## config.mk

```make
export PLATFORM = sky130hd
export DESIGN_NAME = sfsp_top
export DESIGN_NICKNAME = d
export VERILOG_FILES = /design/src/rtl/sfsp_optimer.v /design/src/rtl/sfsp_top.v
export VERILOG_INCLUDE_DIRS = /design/src /design/src/rtl
export SDC_FILE = /design/constraint.sdc
export NUM_CORES = 1
export LEC_CHECK = 0
export ABC_AREA = 1
export BUFFER_PORTS_ARGS = -buffer_cell sky130_fd_sc_hd__buf_2
export CAP_MARGIN = 25
export CORE_UTILIZATION = 55
export CTS_BUF_LIST = sky130_fd_sc_hd__clkbuf_4
export DETAILED_ROUTE_END_ITERATION = 7
export GPL_TIMING_DRIVEN = 0
export PLACE_DENSITY = 0.82
export SLEW_MARGIN = 40
export SYNTH_ARGS = -nofsm -noshare
export SYNTH_HDL_FRONTEND = slang
export SYNTH_HIERARCHICAL = 1
export SYNTH_SLANG_ARGS = --single-unit
```

## constraint.sdc

```tcl
create_clock -name clk_i -period 2.71 [get_ports clk_i]
set_input_delay 0.1355 -clock clk_i [delete_from_list [all_inputs] [get_ports clk_i]]
set_output_delay 0.1355 -clock clk_i [all_outputs]
set_load 0.03 [all_outputs]
```

## src/rtl/sfsp_regs.vh

```
// Constants for the serial flash status, protect and reset block
`ifndef SFSP_REGS_VH
`define SFSP_REGS_VH

// Core clock rate
`define SFSP_CLK_MHZ        250

// Status byte layout
`define SFSP_STAT_READY_BIT 7
`define SFSP_STAT_COMP_BIT  6
`define SFSP_STAT_DENS_MSB  5
`define SFSP_STAT_DENS_LSB  3
`define SFSP_STAT_RSVD      3'h0
`define SFSP_COMP_RESET     1'b0

// Command framing
`define SFSP_OP_STATUS_READ 8'h57
`define SFSP_CMD_BITS       6'd32
`define SFSP_PA_MSB         20
`define SFSP_PA_LSB         9
`define SFSP_PROT_PAGE_HI   4'h0

// Opcodes of the self-timed operations
`define SFSP_OP_XFR_B1      8'h53
`define SFSP_OP_XFR_B2      8'h55
`define SFSP_OP_CMP_B1      8'h60
`define SFSP_OP_CMP_B2      8'h61
`define SFSP_OP_EPRG_B1     8'h83
`define SFSP_OP_EPRG_B2     8'h86
`define SFSP_OP_PRG_B1      8'h88
`define SFSP_OP_PRG_B2      8'h89
`define SFSP_OP_MPRG_B1     8'h82
`define SFSP_OP_MPRG_B2     8'h85
`define SFSP_OP_RWR_B1      8'h58
`define SFSP_OP_RWR_B2      8'h59

// Operation kinds
`define SFSP_KIND_NONE      3'd0
`define SFSP_KIND_XFR       3'd1
`define SFSP_KIND_CMP       3'd2
`define SFSP_KIND_EPRG      3'd3
`define SFSP_KIND_PRG       3'd4
`define SFSP_KIND_RWR       3'd5

// Timing figures in their own units
`define SFSP_T_XFR_TYP_US   80
`define SFSP_T_XFR_MAX_US   150
`define SFSP_T_EP_TYP_MS    10
`define SFSP_T_EP_MAX_MS    20
`define SFSP_T_P_TYP_MS     7
`define SFSP_T_CSB_MAX_NS   200
`define SFSP_T_CS_MIN_NS    250
`define SFSP_T_PWRUP_MS     20

`endif

```

## src/rtl/sfsp_optimer.v

```verilog
// Self-timed operation timer: counts a loaded number of cycles
`timescale 1ns/1ps
module sfsp_optimer #(
  parameter W = 32
) (
  input  wire         clk_i,
  input  wire         rst_i,
  input  wire         start_i,
  input  wire [W-1:0] cycles_i,
  output wire         running_o,
  output reg          done_o
);

  reg [W-1:0] cnt_r;
  reg         run_r;

  // Load on start, count down, pulse done on the last cycle
  always @(posedge clk_i)
  begin
    if (rst_i)
    begin
      cnt_r  <= {W{1'b0}};
      run_r  <= 1'b0;
      done_o <= 1'b0;
    end
    else
    begin
      done_o <= 1'b0;
      if (start_i && !run_r)
      begin
        cnt_r <= cycles_i;
        run_r <= 1'b1;
      end
      else if (run_r)
      begin
        if (cnt_r <= {{(W-1){1'b0}}, 1'b1})
        begin
          run_r  <= 1'b0;
          done_o <= 1'b1;
        end
        else
          cnt_r <= cnt_r - {{(W-1){1'b0}}, 1'b1};
      end
    end
  end

  assign running_o = run_r;

endmodule

```

## src/rtl/sfsp_top.v

```verilog
// Serial flash control side: status byte, protect, reset, busy, SPI mode
`timescale 1ns/1ps
`include "sfsp_regs.vh"
module sfsp_top #(
  parameter [31:0] XFR_CYCLES   = `SFSP_T_XFR_TYP_US * `SFSP_CLK_MHZ,
  parameter [31:0] EP_CYCLES    = `SFSP_T_EP_TYP_MS * 1000 * `SFSP_CLK_MHZ,
  parameter [31:0] P_CYCLES     = `SFSP_T_P_TYP_MS * 1000 * `SFSP_CLK_MHZ,
  parameter [2:0]  DENSITY_CODE = 3'h2 // Arbitrary value
) (
  input  wire        clk_i,
  input  wire        srst_i,
  input  wire        cs_n_i,
  input  wire        sck_i,
  input  wire        si_i,
  input  wire        wp_n_i,
  input  wire        rst_n_i,
  input  wire        cmp_mismatch_i,
  output wire        so_o,
  output wire        so_oe_n_o,
  output wire        rdy_busy_o,
  output wire        rdy_busy_oe_n_o,
  output wire [7:0]  device_status_byte_o,
  output wire        mode3_o,
  output wire        array_busy_o,
  output wire [1:0]  buf_locked_o,
  output reg         op_start_o,
  output reg  [2:0]  op_kind_o,
  output reg         op_buf_o,
  output reg  [11:0] op_page_o,
  output wire        op_done_o
);

  // Operation state machine
  localparam ST_IDLE = 1'b0;
  localparam ST_BUSY = 1'b1;

  // Decode opcode into {buffer, kind}
  function [3:0] op_decode;
    input [7:0] op;
    begin
      case (op)
        `SFSP_OP_XFR_B1:  op_decode = {1'b0, `SFSP_KIND_XFR};
        `SFSP_OP_XFR_B2:  op_decode = {1'b1, `SFSP_KIND_XFR};
        `SFSP_OP_CMP_B1:  op_decode = {1'b0, `SFSP_KIND_CMP};
        `SFSP_OP_CMP_B2:  op_decode = {1'b1, `SFSP_KIND_CMP};
        `SFSP_OP_EPRG_B1: op_decode = {1'b0, `SFSP_KIND_EPRG};
        `SFSP_OP_EPRG_B2: op_decode = {1'b1, `SFSP_KIND_EPRG};
        `SFSP_OP_MPRG_B1: op_decode = {1'b0, `SFSP_KIND_EPRG};
        `SFSP_OP_MPRG_B2: op_decode = {1'b1, `SFSP_KIND_EPRG};
        `SFSP_OP_PRG_B1:  op_decode = {1'b0, `SFSP_KIND_PRG};
        `SFSP_OP_PRG_B2:  op_decode = {1'b1, `SFSP_KIND_PRG};
        `SFSP_OP_RWR_B1:  op_decode = {1'b0, `SFSP_KIND_RWR};
        `SFSP_OP_RWR_B2:  op_decode = {1'b1, `SFSP_KIND_RWR};
        default:          op_decode = {1'b0, `SFSP_KIND_NONE};
      endcase
    end
  endfunction

  // Pin synchronisers, order {rst_n, wp_n, si, sck, cs_n}
  wire [4:0] pin_raw = {rst_n_i, wp_n_i, si_i, sck_i, cs_n_i};
  reg  [4:0] sync1_r;
  reg  [4:0] sync2_r;

  // Two flops per pin; idle high so open pins read as pulled up
  always @(posedge clk_i)
  begin
    if (srst_i)
    begin
      sync1_r <= 5'h1f;
      sync2_r <= 5'h1f;
    end
    else
    begin
      sync1_r <= pin_raw;
      sync2_r <= sync1_r;
    end
  end

  wire cs_n  = sync2_r[0];
  wire sck   = sync2_r[1];
  wire si    = sync2_r[2];
  wire wp_n  = sync2_r[3];
  // Power-on reset plus device reset pin held low
  wire rst_int = srst_i | ~sync2_r[4];

  reg cs_d_r;
  reg sck_d_r;

  // Edge history of chip select and serial clock
  always @(posedge clk_i)
  begin
    if (rst_int)
    begin
      cs_d_r  <= 1'b1;
      sck_d_r <= 1'b1;
    end
    else
    begin
      cs_d_r  <= cs_n;
      sck_d_r <= sck;
    end
  end

  wire cs_fall  = cs_d_r & ~cs_n;
  wire cs_rise  = ~cs_d_r & cs_n;
  wire sck_rise = ~sck_d_r & sck & ~cs_n & ~cs_d_r;
  wire sck_fall = sck_d_r & ~sck & ~cs_n & ~cs_d_r;

  reg         mode3_r;
  reg         selected_r;
  reg  [31:0] cmd_sr_r;
  reg  [5:0]  bit_cnt_r;
  reg         stat_rd_r;
  reg  [2:0]  stat_idx_r;
  reg         so_r;
  reg         so_drv_r;
  reg         state_r;
  reg         cmp_r;

  wire [7:0] status_byte = {(state_r == ST_IDLE), cmp_r, DENSITY_CODE,
                            `SFSP_STAT_RSVD};
  wire [7:0] next_op = {cmd_sr_r[6:0], si};

  // Command decode at chip select rise
  wire [3:0]  dec      = op_decode(cmd_sr_r[31:24]);
  wire [11:0] page     = cmd_sr_r[`SFSP_PA_MSB:`SFSP_PA_LSB];
  wire        is_prog  = (dec[2:0] == `SFSP_KIND_EPRG) ||
                         (dec[2:0] == `SFSP_KIND_PRG) ||
                         (dec[2:0] == `SFSP_KIND_RWR);
  wire        protect  = ~wp_n && is_prog &&
                         (page[11:8] == `SFSP_PROT_PAGE_HI);
  wire        launch   = cs_rise && selected_r &&
                         (bit_cnt_r == `SFSP_CMD_BITS) &&
                         (dec[2:0] != `SFSP_KIND_NONE) &&
                         (state_r == ST_IDLE) && !protect;

  // Serial framing, mode pick and status shifting
  always @(posedge clk_i)
  begin
    if (rst_int)
    begin
      mode3_r    <= 1'b1;
      selected_r <= 1'b0;
      cmd_sr_r   <= 32'h0000_0000;
      bit_cnt_r  <= 6'd0;
      stat_rd_r  <= 1'b0;
      stat_idx_r <= 3'd0;
      so_r       <= 1'b0;
      so_drv_r   <= 1'b0;
    end
    else if (cs_n)
    begin
      bit_cnt_r <= 6'd0;
      stat_rd_r <= 1'b0;
      so_drv_r  <= 1'b0;
    end
    else if (cs_fall)
    begin
      mode3_r    <= sck;
      selected_r <= 1'b1;
      bit_cnt_r  <= 6'd0;
    end
    else
    begin
      // Input bits taken on rising clock edges only
      if (sck_rise && bit_cnt_r != `SFSP_CMD_BITS)
      begin
        cmd_sr_r  <= {cmd_sr_r[30:0], si};
        bit_cnt_r <= bit_cnt_r + 6'd1;
        if (bit_cnt_r == 6'd7 && next_op == `SFSP_OP_STATUS_READ)
        begin
          stat_rd_r  <= 1'b1;
          stat_idx_r <= 3'd0;
        end
      end
      // Status bits leave on falling edges, MSB first, wrapping
      if (sck_fall && stat_rd_r)
      begin
        so_r       <= status_byte[3'd7 - stat_idx_r];
        so_drv_r   <= 1'b1;
        stat_idx_r <= stat_idx_r + 3'd1;
      end
    end
  end

  // Duration of the launched operation
  reg [31:0] op_cycles;
  always @*
  begin
    case (dec[2:0])
      `SFSP_KIND_XFR: op_cycles = XFR_CYCLES;
      `SFSP_KIND_CMP: op_cycles = XFR_CYCLES;
      `SFSP_KIND_PRG: op_cycles = P_CYCLES;
      default:        op_cycles = EP_CYCLES;
    endcase
  end

  wire tmr_run;
  wire tmr_done;

  sfsp_optimer #(
    .W (32)
  ) u_timer (
    .clk_i     (clk_i),
    .rst_i     (rst_int),
    .start_i   (launch),
    .cycles_i  (op_cycles),
    .running_o (tmr_run),
    .done_o    (tmr_done)
  );

  // Idle and busy sequencing; reset drops any operation
  always @(posedge clk_i)
  begin
    if (rst_int)
    begin
      state_r    <= ST_IDLE;
      cmp_r      <= `SFSP_COMP_RESET;
      op_start_o <= 1'b0;
      op_kind_o  <= `SFSP_KIND_NONE;
      op_buf_o   <= 1'b0;
      op_page_o  <= 12'h000;
    end
    else
    begin
      op_start_o <= 1'b0;
      case (state_r)
        ST_IDLE:
          if (launch)
          begin
            state_r    <= ST_BUSY;
            op_start_o <= 1'b1;
            op_kind_o  <= dec[2:0];
            op_buf_o   <= dec[3];
            op_page_o  <= page;
          end
        ST_BUSY:
          if (tmr_done)
          begin
            state_r <= ST_IDLE;
            if (op_kind_o == `SFSP_KIND_CMP)
              cmp_r <= cmp_mismatch_i;
          end
        default:
          state_r <= ST_IDLE;
      endcase
    end
  end

  // Pin and status outputs
  assign so_o                 = so_r;
  assign so_oe_n_o            = ~so_drv_r;
  assign rdy_busy_o           = 1'b0;
  assign rdy_busy_oe_n_o      = ~state_r;
  assign device_status_byte_o = status_byte;
  assign mode3_o              = mode3_r;
  assign array_busy_o         = state_r;
  assign buf_locked_o         = state_r ? {op_buf_o, ~op_buf_o}
                                        : 2'b00;
  assign op_done_o            = tmr_done;

endmodule

```

==> flow_summary_export.csv, run 1 <==
group,metric,value,unit
routing,drt_iter0_markers,361,
floorplanning,die_y,105,um
routing,wl_per_cell,12.0,um
sta,relSlewSlack,63.0,%
cells_and_area,layout-drive-gt1-share,11.9,%
routing,drc,0,
flow_run,drv_cap,0,
critical_path,timing.rr.end,"u_timer/cnt_r[2]$_SDFFE_PP0P_",
routing,num_vias,5608,
sta,skew,18.8,ps
cells_and_area,diodes,0,
cells_and_area,area_growth,11.4,%
cells_and_area,final_cell_count_no_fill,1114,
floorplanning,initial_utilization,56.3,%
sta,rsz0062_at_grt,"false",
global_route,gr-usage-met3,3.06,%
critical_path,critPathKind,"reg -> reg",
sta,hold_viol_final,0,
hold_path,min_path_cells,3,
global_route,use_met2,43.9,%
floorplanning,placementRows,37,
yosys,synth-seq-cells,111,
global_route,antenna_found_initial,0,
placed_design,port_buffers,34,
hold_path,holdCritPathClass,"in -> reg",
placed_design,gp_congestion,0.958,
routing,drtPass1Iterations,5,
clock_tree,cts_buffer_depth,2,
yosys,seq_area_frac_synth,38.4,%
yosys,postSynthCellCount,902,
cells_and_area,final_common_cell,"nor2_1",
critical_path,cp.arrival,2800,ps
clock_tree,cts.sinks,111,
placed_design,placed_cell_area,0.00620,mm2
sta,fin_ws,329,ps
global_route,top_usage_layer,"met2",
critical_path,slowest_stage,"dfxtp_1",
routing,drt-total-wl,13.4,mm
sta,finalSetupTns,0,ps
floorplanning,dieArea,0.0109,mm2
sta,clock.fmax,420,MHz
cells_and_area,nets,986,
hold_path,hp-start,"srst_i",
global_route,met1_usage,30.6,%
critical_path,critPathMostFrequentCell,"nor2_1",
yosys,avgSynthCellArea,6.41,um2
global_route,grt.total_usage,25.4,%
placed_design,dp.cells,1093,
critical_path,worst-path-max-fanout,13,
clock_tree,path_clk_slew,190,ps
yosys,synth_edf_count,0,
floorplanning,core_area,0.0103,mm2
yosys,synth_top_area_share,38.4,%
yosys,synthDistinctLibCells,40,
routing,ant_nets,0,
yosys,netlist_area,0.00579,mm2
status,outcome,"finished, final reports clean",
sta,finalSetupViolCount,0,
sta,final_max_slew_viol_count,0,
yosys,synth_ff_type,"dfxtp_1",
critical_path,endpoint_kind,"flip-flop",
hold_path,min_delay_worst_endpoint,"sync2_r[1]$_SDFF_PP1_",
pwr,leakage,0.00323,uW
yosys,synth_warnings,6,
pwr,ir_drop,216,uV
global_route,grt_max_degree,21,
critical_path,reg2reg_slack,330,ps
cells_and_area,layout_common_cells,"209 x nor2_1, 183 x nand2_1, 111 x dfxtp_1",
clock_tree,h-tree-depth,3,
clock_tree,cts-root-buf,"clkbuf_4",
floorplanning,io_pins,42,
global_route,overflow,0,
clock_tree,numCtsBuffers,9,
sta,timing.final.crit_share,87.9,%
floorplanning,die_w,105,um
yosys,yosys.area.top_type,"dfxtp_1",
cells_and_area,fin_area,0.00645,mm2
placed_design,pre_cts_slack,15.9,ps
critical_path,crit_chain,"nor2_1 > nor2_1 > nand3_2 > nand3_1 > nand2_2 > nand3_4 > inv_1 > nand2_1 > clkbuf_4 > clkbuf_2 > o21ai_0 > nand2_1 > nor2_1 > nor2_1",
yosys,async_reset_ff_share,0,%
global_route,grt_pass1_vias,5120,
clock_tree,cts_setup_buffers,0,
pwr,power.density,411,mW/mm2
sta,worst_slew_pin_slew,555,ps
clock_tree,insertion_delay,480,ps
yosys,synth.area.top_cells,"dfxtp_1 38%, nor2_1 14%, nand2_1 12%",
critical_path,rr_worst_depth,14,
global_route,grt_pass1_wl,22.6,mm
routing,vias_per_cell,5.03,
critical_path,timing.rr.start,"cmd_sr_r[25]$_SDFFE_PP0P_",
critical_path,crit_path_max_incr_delay,500,ps
critical_path,required,3130,ps
critical_path,start_kind,"flip-flop",
clock_tree,tritoncts,"built",
sta,post-route-min-period,2380,ps
placed_design,place_hpwl,9.70,mm
## through the flow
step                util (%)  hold WS (ps)  total power [uW]
floorplan                  -           239              1750
global placement        60.4           318              1780
detailed placement      60.4           323              1780
CTS                     62.5           150              2670
global route            62.7           189              2750
finish                  62.7           150              2650
## cell usage after synthesis (3+ instances only)
| library cell | instances |
|---|---|
| a21oi_1 | 31 |
| buf_2 | 8 |
| buf_4 | 9 |
| clkbuf_1 | 17 |
| dfxtp_1 | 111 |
| ha_1 | 5 |
| inv_1 | 99 |
| inv_2 | 10 |
| nand2_1 | 183 |
| nand2_2 | 4 |
| nand2_4 | 4 |
| nand3_1 | 50 |
| nand3_2 | 3 |
| nand4_1 | 9 |
| nor2_1 | 211 |
| nor2_2 | 3 |
| nor2_4 | 3 |
| nor3_1 | 11 |
| o21ai_0 | 87 |
| o31ai_1 | 3 |
| or2_2 | 11 |
| xor2_1 | 5 |
## power by group
group | switching (uW) | internal, uW | leakage [uW]
Clock | 592 | 306 | 0.0000871
Sequential | 3.35 | 1640 | 0.000897
Combinational | 70.0 | 36.8 | 0.00225
## cells by family after synthesis
kind of cell,synth area share (%)
simple gates,36.9
buf+inv,11.1
compound gates,11.3
flops,38.4
xor+xnor,1.06
fa+ha+maj,1.08
other cells,0.130
## critical path, delay by kind of cell (launching register included)
kind	cells	cell delay [ps]
buffers and inverters	3	560
DFF	1	500
AOI/OAI and AO/OA	1	120
and+or+nand+nor	10	1140
## layout make-up
| type | instances | area [um2] |
|---|---|---|
| plain buffers | 39 | 238 |
| clock buffers | 9 | 67.6 |
| clock inverters | 7 | 91.3 |
| fillers | 1009 | 3830 |
| inverters | 110 | 415 |
| multi-input cells | 662 | 3010 |
| flip-flops and latches | 111 | 2220 |
| well taps | 136 | 170 |
| repair buffers | 40 | 230 |
## repair_timing
item,in CTS,in global routing
hold buffers,6,0
gates resized for setup,2,11
setup endpoints to repair,2,32
endpoints found under the hold margin,6,0
## per-layer routing
layer	vias up	wire length [um]
met5	-	0
met4	0	476
met3	36	578
met2	170	6340
met1	2465	5960
li1	2937	-
## worst max-delay path by stage
stage | start | endpoint | slack, ps | cells after the start
final | cmd_sr_r[25]$_SDFFE_PP0P_ | u_timer/cnt_r[2]$_SDFFE_PP0P_ | 330 | 14
after detailed placement | cmd_sr_r[26]$_SDFFE_PP0P_ | u_timer/cnt_r[10]$_SDFFE_PP0P_ | 20 | 13
after CTS | cmd_sr_r[26]$_SDFFE_PP0P_ | u_timer/cnt_r[31]$_SDFFE_PP0P_ | 20 | 13
after floorplan | array_busy_o$_SDFF_PP0_ | u_timer/cnt_r[1]$_SDFFE_PP0P_ | 380 | 13
after global placement | cmd_sr_r[26]$_SDFFE_PP0P_ | u_timer/cnt_r[10]$_SDFFE_PP0P_ | 30 | 13
after global routing | cmd_sr_r[26]$_SDFFE_PP0P_ | u_timer/cnt_r[21]$_SDFFE_PP0P_ | 20 | 16
## state kept, by name, summed over array words and instances, names as in the netlist, 3 cells and up
name and flops:
u_timer/cnt_r 32, sync2_r 5, cmd_sr_r 32, sync1_r 5, op_kind_o 3, stat_idx_r 3, op_page_o 12, bit_cnt_r 6
Note: power is estimated with default switching activity, not from simulation.
==> run 2: changes to the inputs <==
--- a/config.mk
+++ b/config.mk
@@ -9,6 +9,7 @@
 export ABC_AREA = 1
 export BUFFER_PORTS_ARGS = -buffer_cell sky130_fd_sc_hd__buf_2
 export CAP_MARGIN = 25
+export CORE_MARGIN = 4
 export CORE_UTILIZATION = 55
 export CTS_BUF_LIST = sky130_fd_sc_hd__clkbuf_4
 export DETAILED_ROUTE_END_ITERATION = 7
==> run 2 against run 1 <==
Net effect:
- worst hold slack better by 14 ps
- wire length about the same
- design area up 0.54%
- combinational power about the same
- clock skew down 4.0 ps
- via count up 0.34%
- setup slack worse by 43 ps
- core utilization up 0.34 points
- critical endpoint is now u_timer/cnt_r[0]$_SDFFE_PP0P_
- largest cell class unchanged
- largest power group unchanged
==> flow_summary_export.csv, run 2 (same netlist as run 1, synthesis figures left out) <==
group,metric,value,unit
clock_tree,path_clk_slew,180,ps
sta,finalSetupTns,0,ps
global_route,overflow,0,
routing,drt-total-wl,13.4,mm
clock_tree,insertion_delay,480,ps
routing,num_vias,5627,
floorplanning,placementRows,37,
cells_and_area,layout_common_cells,"210 x nor2_1, 183 x nand2_1, 111 x dfxtp_1",
placed_design,port_buffers,34,
clock_tree,numCtsBuffers,9,
sta,post-route-min-period,2420,ps
sta,hold_viol_final,0,
routing,drt_iter0_markers,411,
clock_tree,tritoncts,"built",
sta,relSlewSlack,64.3,%
sta,timing.final.crit_share,89.5,%
cells_and_area,nets,986,
status,outcome,"finished, final reports clean",
routing,drtPass1Iterations,6,
flow_run,drv_cap,0,
floorplanning,die_y,111,um
global_route,grt_pass1_vias,5158,
cells_and_area,layout-drive-gt1-share,11.8,%
floorplanning,dieArea,0.0122,mm2
critical_path,worst-path-max-fanout,13,
cells_and_area,top_regs,"cmd_sr_r x32, u_timer/cnt_r x32, op_page_o x12",
cells_and_area,area_growth,12.0,%
routing,vias_per_cell,5.05,
clock_tree,cts-root-buf,"clkbuf_4",
critical_path,start_kind,"flip-flop",
placed_design,placed_cell_area,0.00620,mm2
sta,finalSetupViolCount,0,
clock_tree,cts.sinks,111,
cells_and_area,final_common_cell,"nor2_1",
pwr,ir_drop,287,uV
routing,drc,0,
cells_and_area,fin_area,0.00648,mm2
placed_design,place_hpwl,9.71,mm
floorplanning,die_w,111,um
placed_design,gp_congestion,0.931,
hold_path,holdCritPathClass,"in -> reg",
critical_path,critPathKind,"reg -> reg",
global_route,grt_pass1_wl,22.9,mm
clock_tree,h-tree-depth,3,
pwr,leakage,0.00325,uW
critical_path,endpoint_kind,"flip-flop",
floorplanning,io_pins,42,
floorplanning,initial_utilization,56.3,%
routing,wl_per_cell,12.0,um
sta,clock.fmax,412,MHz
pwr,power.density,434,mW/mm2
global_route,grt_max_degree,20,
global_route,grt.total_usage,22.1,%
critical_path,required,3090,ps
sta,final_max_slew_viol_count,0,
clock_tree,cts_buffer_depth,2,
sta,skew,14.8,ps
sta,worst_slew_pin_slew,536,ps
floorplanning,core_area,0.0103,mm2
sta,rsz0062_at_grt,"false",
global_route,antenna_found_initial,1,
critical_path,cp.arrival,2810,ps
routing,ant_nets,0,
-- run 2: final timing paths --
path | startpoint | endpoint | slack [ps] | cells after the start
worst max register to register | cmd_sr_r[29]$_SDFFE_PP0P_ | u_timer/cnt_r[0]$_SDFFE_PP0P_ | 290 | 16
worst max-delay path | cmd_sr_r[29]$_SDFFE_PP0P_ | u_timer/cnt_r[0]$_SDFFE_PP0P_ | 290 | 16
worst min register to register | sync1_r[1]$_SDFF_PP1_ | sync2_r[1]$_SDFF_PP1_ | 420 | 1
worst min-delay path | srst_i | sync2_r[4]$_SDFF_PP1_ | 160 | 3
-- run 2: area by class of cell --
class / count / area, um2
inverter: 110 / 415
clock buffer: 9 / 67.6
multi-input combinational: 662 / 3010
tap: 136 / 170
clock inverter: 7 / 126
timing repair buffer: 40 / 230
fill: 973 / 3800
buffer: 39 / 238
antenna: 1 / 2.50
sequential: 111 / 2220
-- run 2: metal layers --
metal  routed length, um  global-route usage (%)  share of wire (%)
met1                6030                    27.6                 45
met2                6200                    37.3                 46
met4                 331                    9.11                2.5
met5                   0                       0                  0
met3                 786                    4.16                5.9
-- run 2: what timing repair did --
item	in CTS	in global routing
endpoints found under the hold margin	6	0
buffers inserted	0	0
hold buffers	6	0
gates resized for setup	3	8
endpoints found under the setup margin	4	31
-- run 2: power by group --
group	total, uW	leakage, uW	internal (uW)	switching, uW
clock	1060	0.000104	482	576
sequential	1650	0.000897	1640	3.45
combinational	107	0.00225	36.7	70.3
total	2810	0.00325	2160	649
-- run 2: critical path, cell delays in order, from the launching register on --
cell and delay (ps):
dfxtp_1 390, inv_2 90, nand2_1 50, nor2_1 180, nand2_1 120, nand2_1 140, nor2_1 60, nand2_1 110
nand3_4 160, inv_1 100, nand2_1 100, clkbuf_4 220, inv_4 130, clkbuf_4 210, o21ai_0 90, nor2_1 110
nor2_1 50
-- run 2: stage by stage --
step / std cells / util [%] / total power, uW / setup slack (ps) / hold WS, ps
final: 1115 / 63.1 / 2810 / 286 / 165
after global routing: 1115 / 63.1 / 2910 / 19.6 / 190
after CTS: 1115 / 62.9 / 2830 / 33.5 / 144
after detailed placement: 1093 / 60.4 / 1780 / 12.1 / 323
after global placement: 1093 / 60.4 / 1780 / 26.7 / 317
after floorplan: 923 / - / 1750 / 379 / 239
==> run 3: changes to the inputs <==
--- a/config.mk
+++ b/config.mk
@@ -15,6 +15,7 @@
 export DETAILED_ROUTE_END_ITERATION = 7
 export GPL_TIMING_DRIVEN = 0
 export PLACE_DENSITY = 0.82
+export SKIP_CTS_REPAIR_TIMING = 1
 export SLEW_MARGIN = 40
 export SYNTH_ARGS = -nofsm -noshare
 export SYNTH_HDL_FRONTEND = slang
==> constraint.sdc (replaced) <==
create_clock -name clk_i -period 2.36 [get_ports clk_i]
set_input_delay 0.472 -clock clk_i [delete_from_list [all_inputs] [get_ports clk_i]]
set_output_delay 0.472 -clock clk_i [all_outputs]
set_load 0.03 [all_outputs]
==> run 3 against run 2 <==
Net effect:
- flip-flop and latch count unchanged
- first-iteration DRC count increased by 4.9%
- sequential power increased by 15%
- count of clock-buffer cells in the layout unchanged
- critical path type unchanged
- non-clock buffer count decreased by 4
- total power increased by 15%
- die area unchanged
- wire length decreased by 0.22%
- critical path depth unchanged
- combinational power increased by 7%
- global-route usage decreased by 0.23 points
==> flow_summary_export.csv, run 3 (same netlist as run 1, synthesis figures left out) <==
group,metric,value,unit
clock_tree,path_clk_slew,160,ps
pwr,leakage,0.00324,uW
clock_tree,numCtsBuffers,9,
clock_tree,cts.sinks,111,
floorplanning,die_w,111,um
routing,drt-total-wl,13.3,mm
flow_run,drv_cap,0,
floorplanning,placementRows,37,
cells_and_area,layout-drive-gt1-share,12.8,%
critical_path,rr_worst_depth,16,
pwr,p_switching,743,uW
clock_tree,tritoncts,"built",
sta,fin_ws,175,ps
clock_tree,cts-root-buf,"clkbuf_4",
floorplanning,die_y,111,um
critical_path,worst-path-max-fanout,10,
sta,finalSetupViolCount,0,
routing,ant_nets,0,
cells_and_area,filler_cell_count,974,
critical_path,critPathKind,"reg -> reg",
hold_path,holdCritPathClass,"in -> reg",
critical_path,timing.rr.end,"u_timer/cnt_r[2]$_SDFFE_PP0P_",
floorplanning,initial_utilization,56.3,%
sta,hold_viol_final,0,
placed_design,pre_cts_slack,-338,ps
routing,wl_per_cell,12.0,um
routing,vias_per_cell,5.07,
pwr,switching_share,23.1,%
placed_design,place_hpwl,9.71,mm
sta,whs,179,ps
hold_path,min_delay_worst_endpoint,"sync1_r[1]$_SDFF_PP1_",
cells_and_area,layout_common_cells,"207 x nor2_1, 182 x nand2_1, 108 x dfxtp_1",
pwr,clkPwrFrac,37.7,%
status,outcome,"finished, final reports clean",
routing,drc,0,
critical_path,required,2740,ps
pwr,seqPwrFrac,58.7,%
cells_and_area,utilization,62.9,%
sta,worst_slew_pin_slew,541,ps
cells_and_area,area_growth,11.8,%
sta,rsz0062_at_grt,"true",
global_route,antenna_found_initial,1,
global_route,grt_pass1_vias,5109,
sta,relSlewSlack,63.9,%
routing,drtPass1Iterations,5,
sta,timing.final.crit_share,92.6,%
global_route,grt.total_usage,21.9,%
hold_path,hp-start,"sck_i",
cells_and_area,top_regs,"cmd_sr_r x32, u_timer/cnt_r x32, op_page_o x12",
critical_path,reg2reg_slack,180,ps
sta,final_max_slew_viol_count,0,
cells_and_area,nets,982,
pwr,p_int,2480,uW
global_route,grt_max_degree,20,
cells_and_area,final_common_cell,"nor2_1",
critical_path,cp.arrival,2560,ps
sta,clock.fmax,458,MHz
floorplanning,core_area,0.0103,mm2
pwr,power.density,498,mW/mm2
floorplanning,io_pins,42,
placed_design,gp_congestion,0.931,
critical_path,endpoint_kind,"flip-flop",
routing,drt_iter0_markers,431,
clock_tree,h-tree-depth,3,
pwr,ir_drop,327,uV
global_route,grt_pass1_wl,22.7,mm
critical_path,timing.rr.start,"cmd_sr_r[31]$_SDFFE_PP0P_",
pwr,pwr-share-comb,3.6,%
pwr,total_power,3220,uW
global_route,overflow,0,
sta,post-route-min-period,2180,ps
hold_path,min_path_cells,2,
floorplanning,dieArea,0.0122,mm2
clock_tree,cts_buffer_depth,2,
clock_tree,insertion_delay,470,ps
routing,num_vias,5634,
placed_design,port_buffers,34,
critical_path,start_kind,"flip-flop",
sta,skew,14.2,ps
run 3: cell types whose count changed in the layout (fill, tap and decap cells not counted), sizes merged:
cell,change
buf,+8
clkbuf,-6
dlygate4sd3,-6
run 3: power groups by stage:
stage	sequential (uW)	combinational, uW	clock (uW)
global route	1890	130	1310
global placement	1930	111	0
finish	1890	114	1210
floorplan	1930	83.9	0
detailed placement	1930	113	0
CTS	1890	114	1240
run 3: metal layers:
metal | routed length (um) | vias to the layer above | part of all wire, % | global-route usage, %
li1 | - | 2918 | - | -
met1 | 5980 | 2515 | 45 | 27.4
met2 | 6240 | 176 | 47 | 36.9
met3 | 804 | 25 | 6.0 | 4.05
met4 | 297 | 0 | 2.2 | 8.95
met5 | 0 | - | 0 | 0
run 3: critical path: stages, from the launching register on:
cell     delay (ps)
dfxtp_1         350
inv_1           100
nand2_1         100
nor2_2          170
nand2_1         110
nand2_1         130
nor2_1           60
nand2_1         110
nand3_4         120
inv_1           100
nand2_2          80
buf_6           150
buf_2           190
o21ai_0         100
nand2_1          70
nor2_1          110
nor2_1           50
run 3: final cells by class:
type                            instances  area, um2  area share [%]
Tap cell                              136        170            2.63
Sequential cell                       111       2230            34.4
Multi-Input combinational cell        662       3020            46.7
Buffer                                 38        248            3.83
Antenna cell                            1       2.50          0.0387
Inverter                              110        415            6.42
Timing Repair Buffer                   37        193            2.98
Clock buffer                            9       67.6            1.04
Clock inverter                          7        126            1.95
run 3: through the flow:
step | cells | instance area, um2 | TNS (ps)
2_1_floorplan | 923 | 5860 | 0
3_3_place_gp | 1093 | 6200 | -7810
3_5_place_dp | 1093 | 6200 | -7990
4_1_cts | 1109 | 6400 | -8960
5_1_grt | 1111 | 6470 | -121
6_report | 1111 | 6470 | 0
run 3: worst max-delay path by stage:
stage / start / end / cells after the start
floorplan: array_busy_o$_SDFF_PP0_ / u_timer/cnt_r[1]$_SDFFE_PP0P_ / 13
global placement: cmd_sr_r[26]$_SDFFE_PP0P_ / u_timer/cnt_r[10]$_SDFFE_PP0P_ / 13
detailed placement: cmd_sr_r[31]$_SDFFE_PP0P_ / u_timer/cnt_r[0]$_SDFFE_PP0P_ / 17
CTS: cmd_sr_r[31]$_SDFFE_PP0P_ / u_timer/cnt_r[0]$_SDFFE_PP0P_ / 17
global route: cmd_sr_r[31]$_SDFFE_PP0P_ / u_timer/cnt_r[15]$_SDFFE_PP0P_ / 17
finish: cmd_sr_r[31]$_SDFFE_PP0P_ / u_timer/cnt_r[2]$_SDFFE_PP0P_ / 16
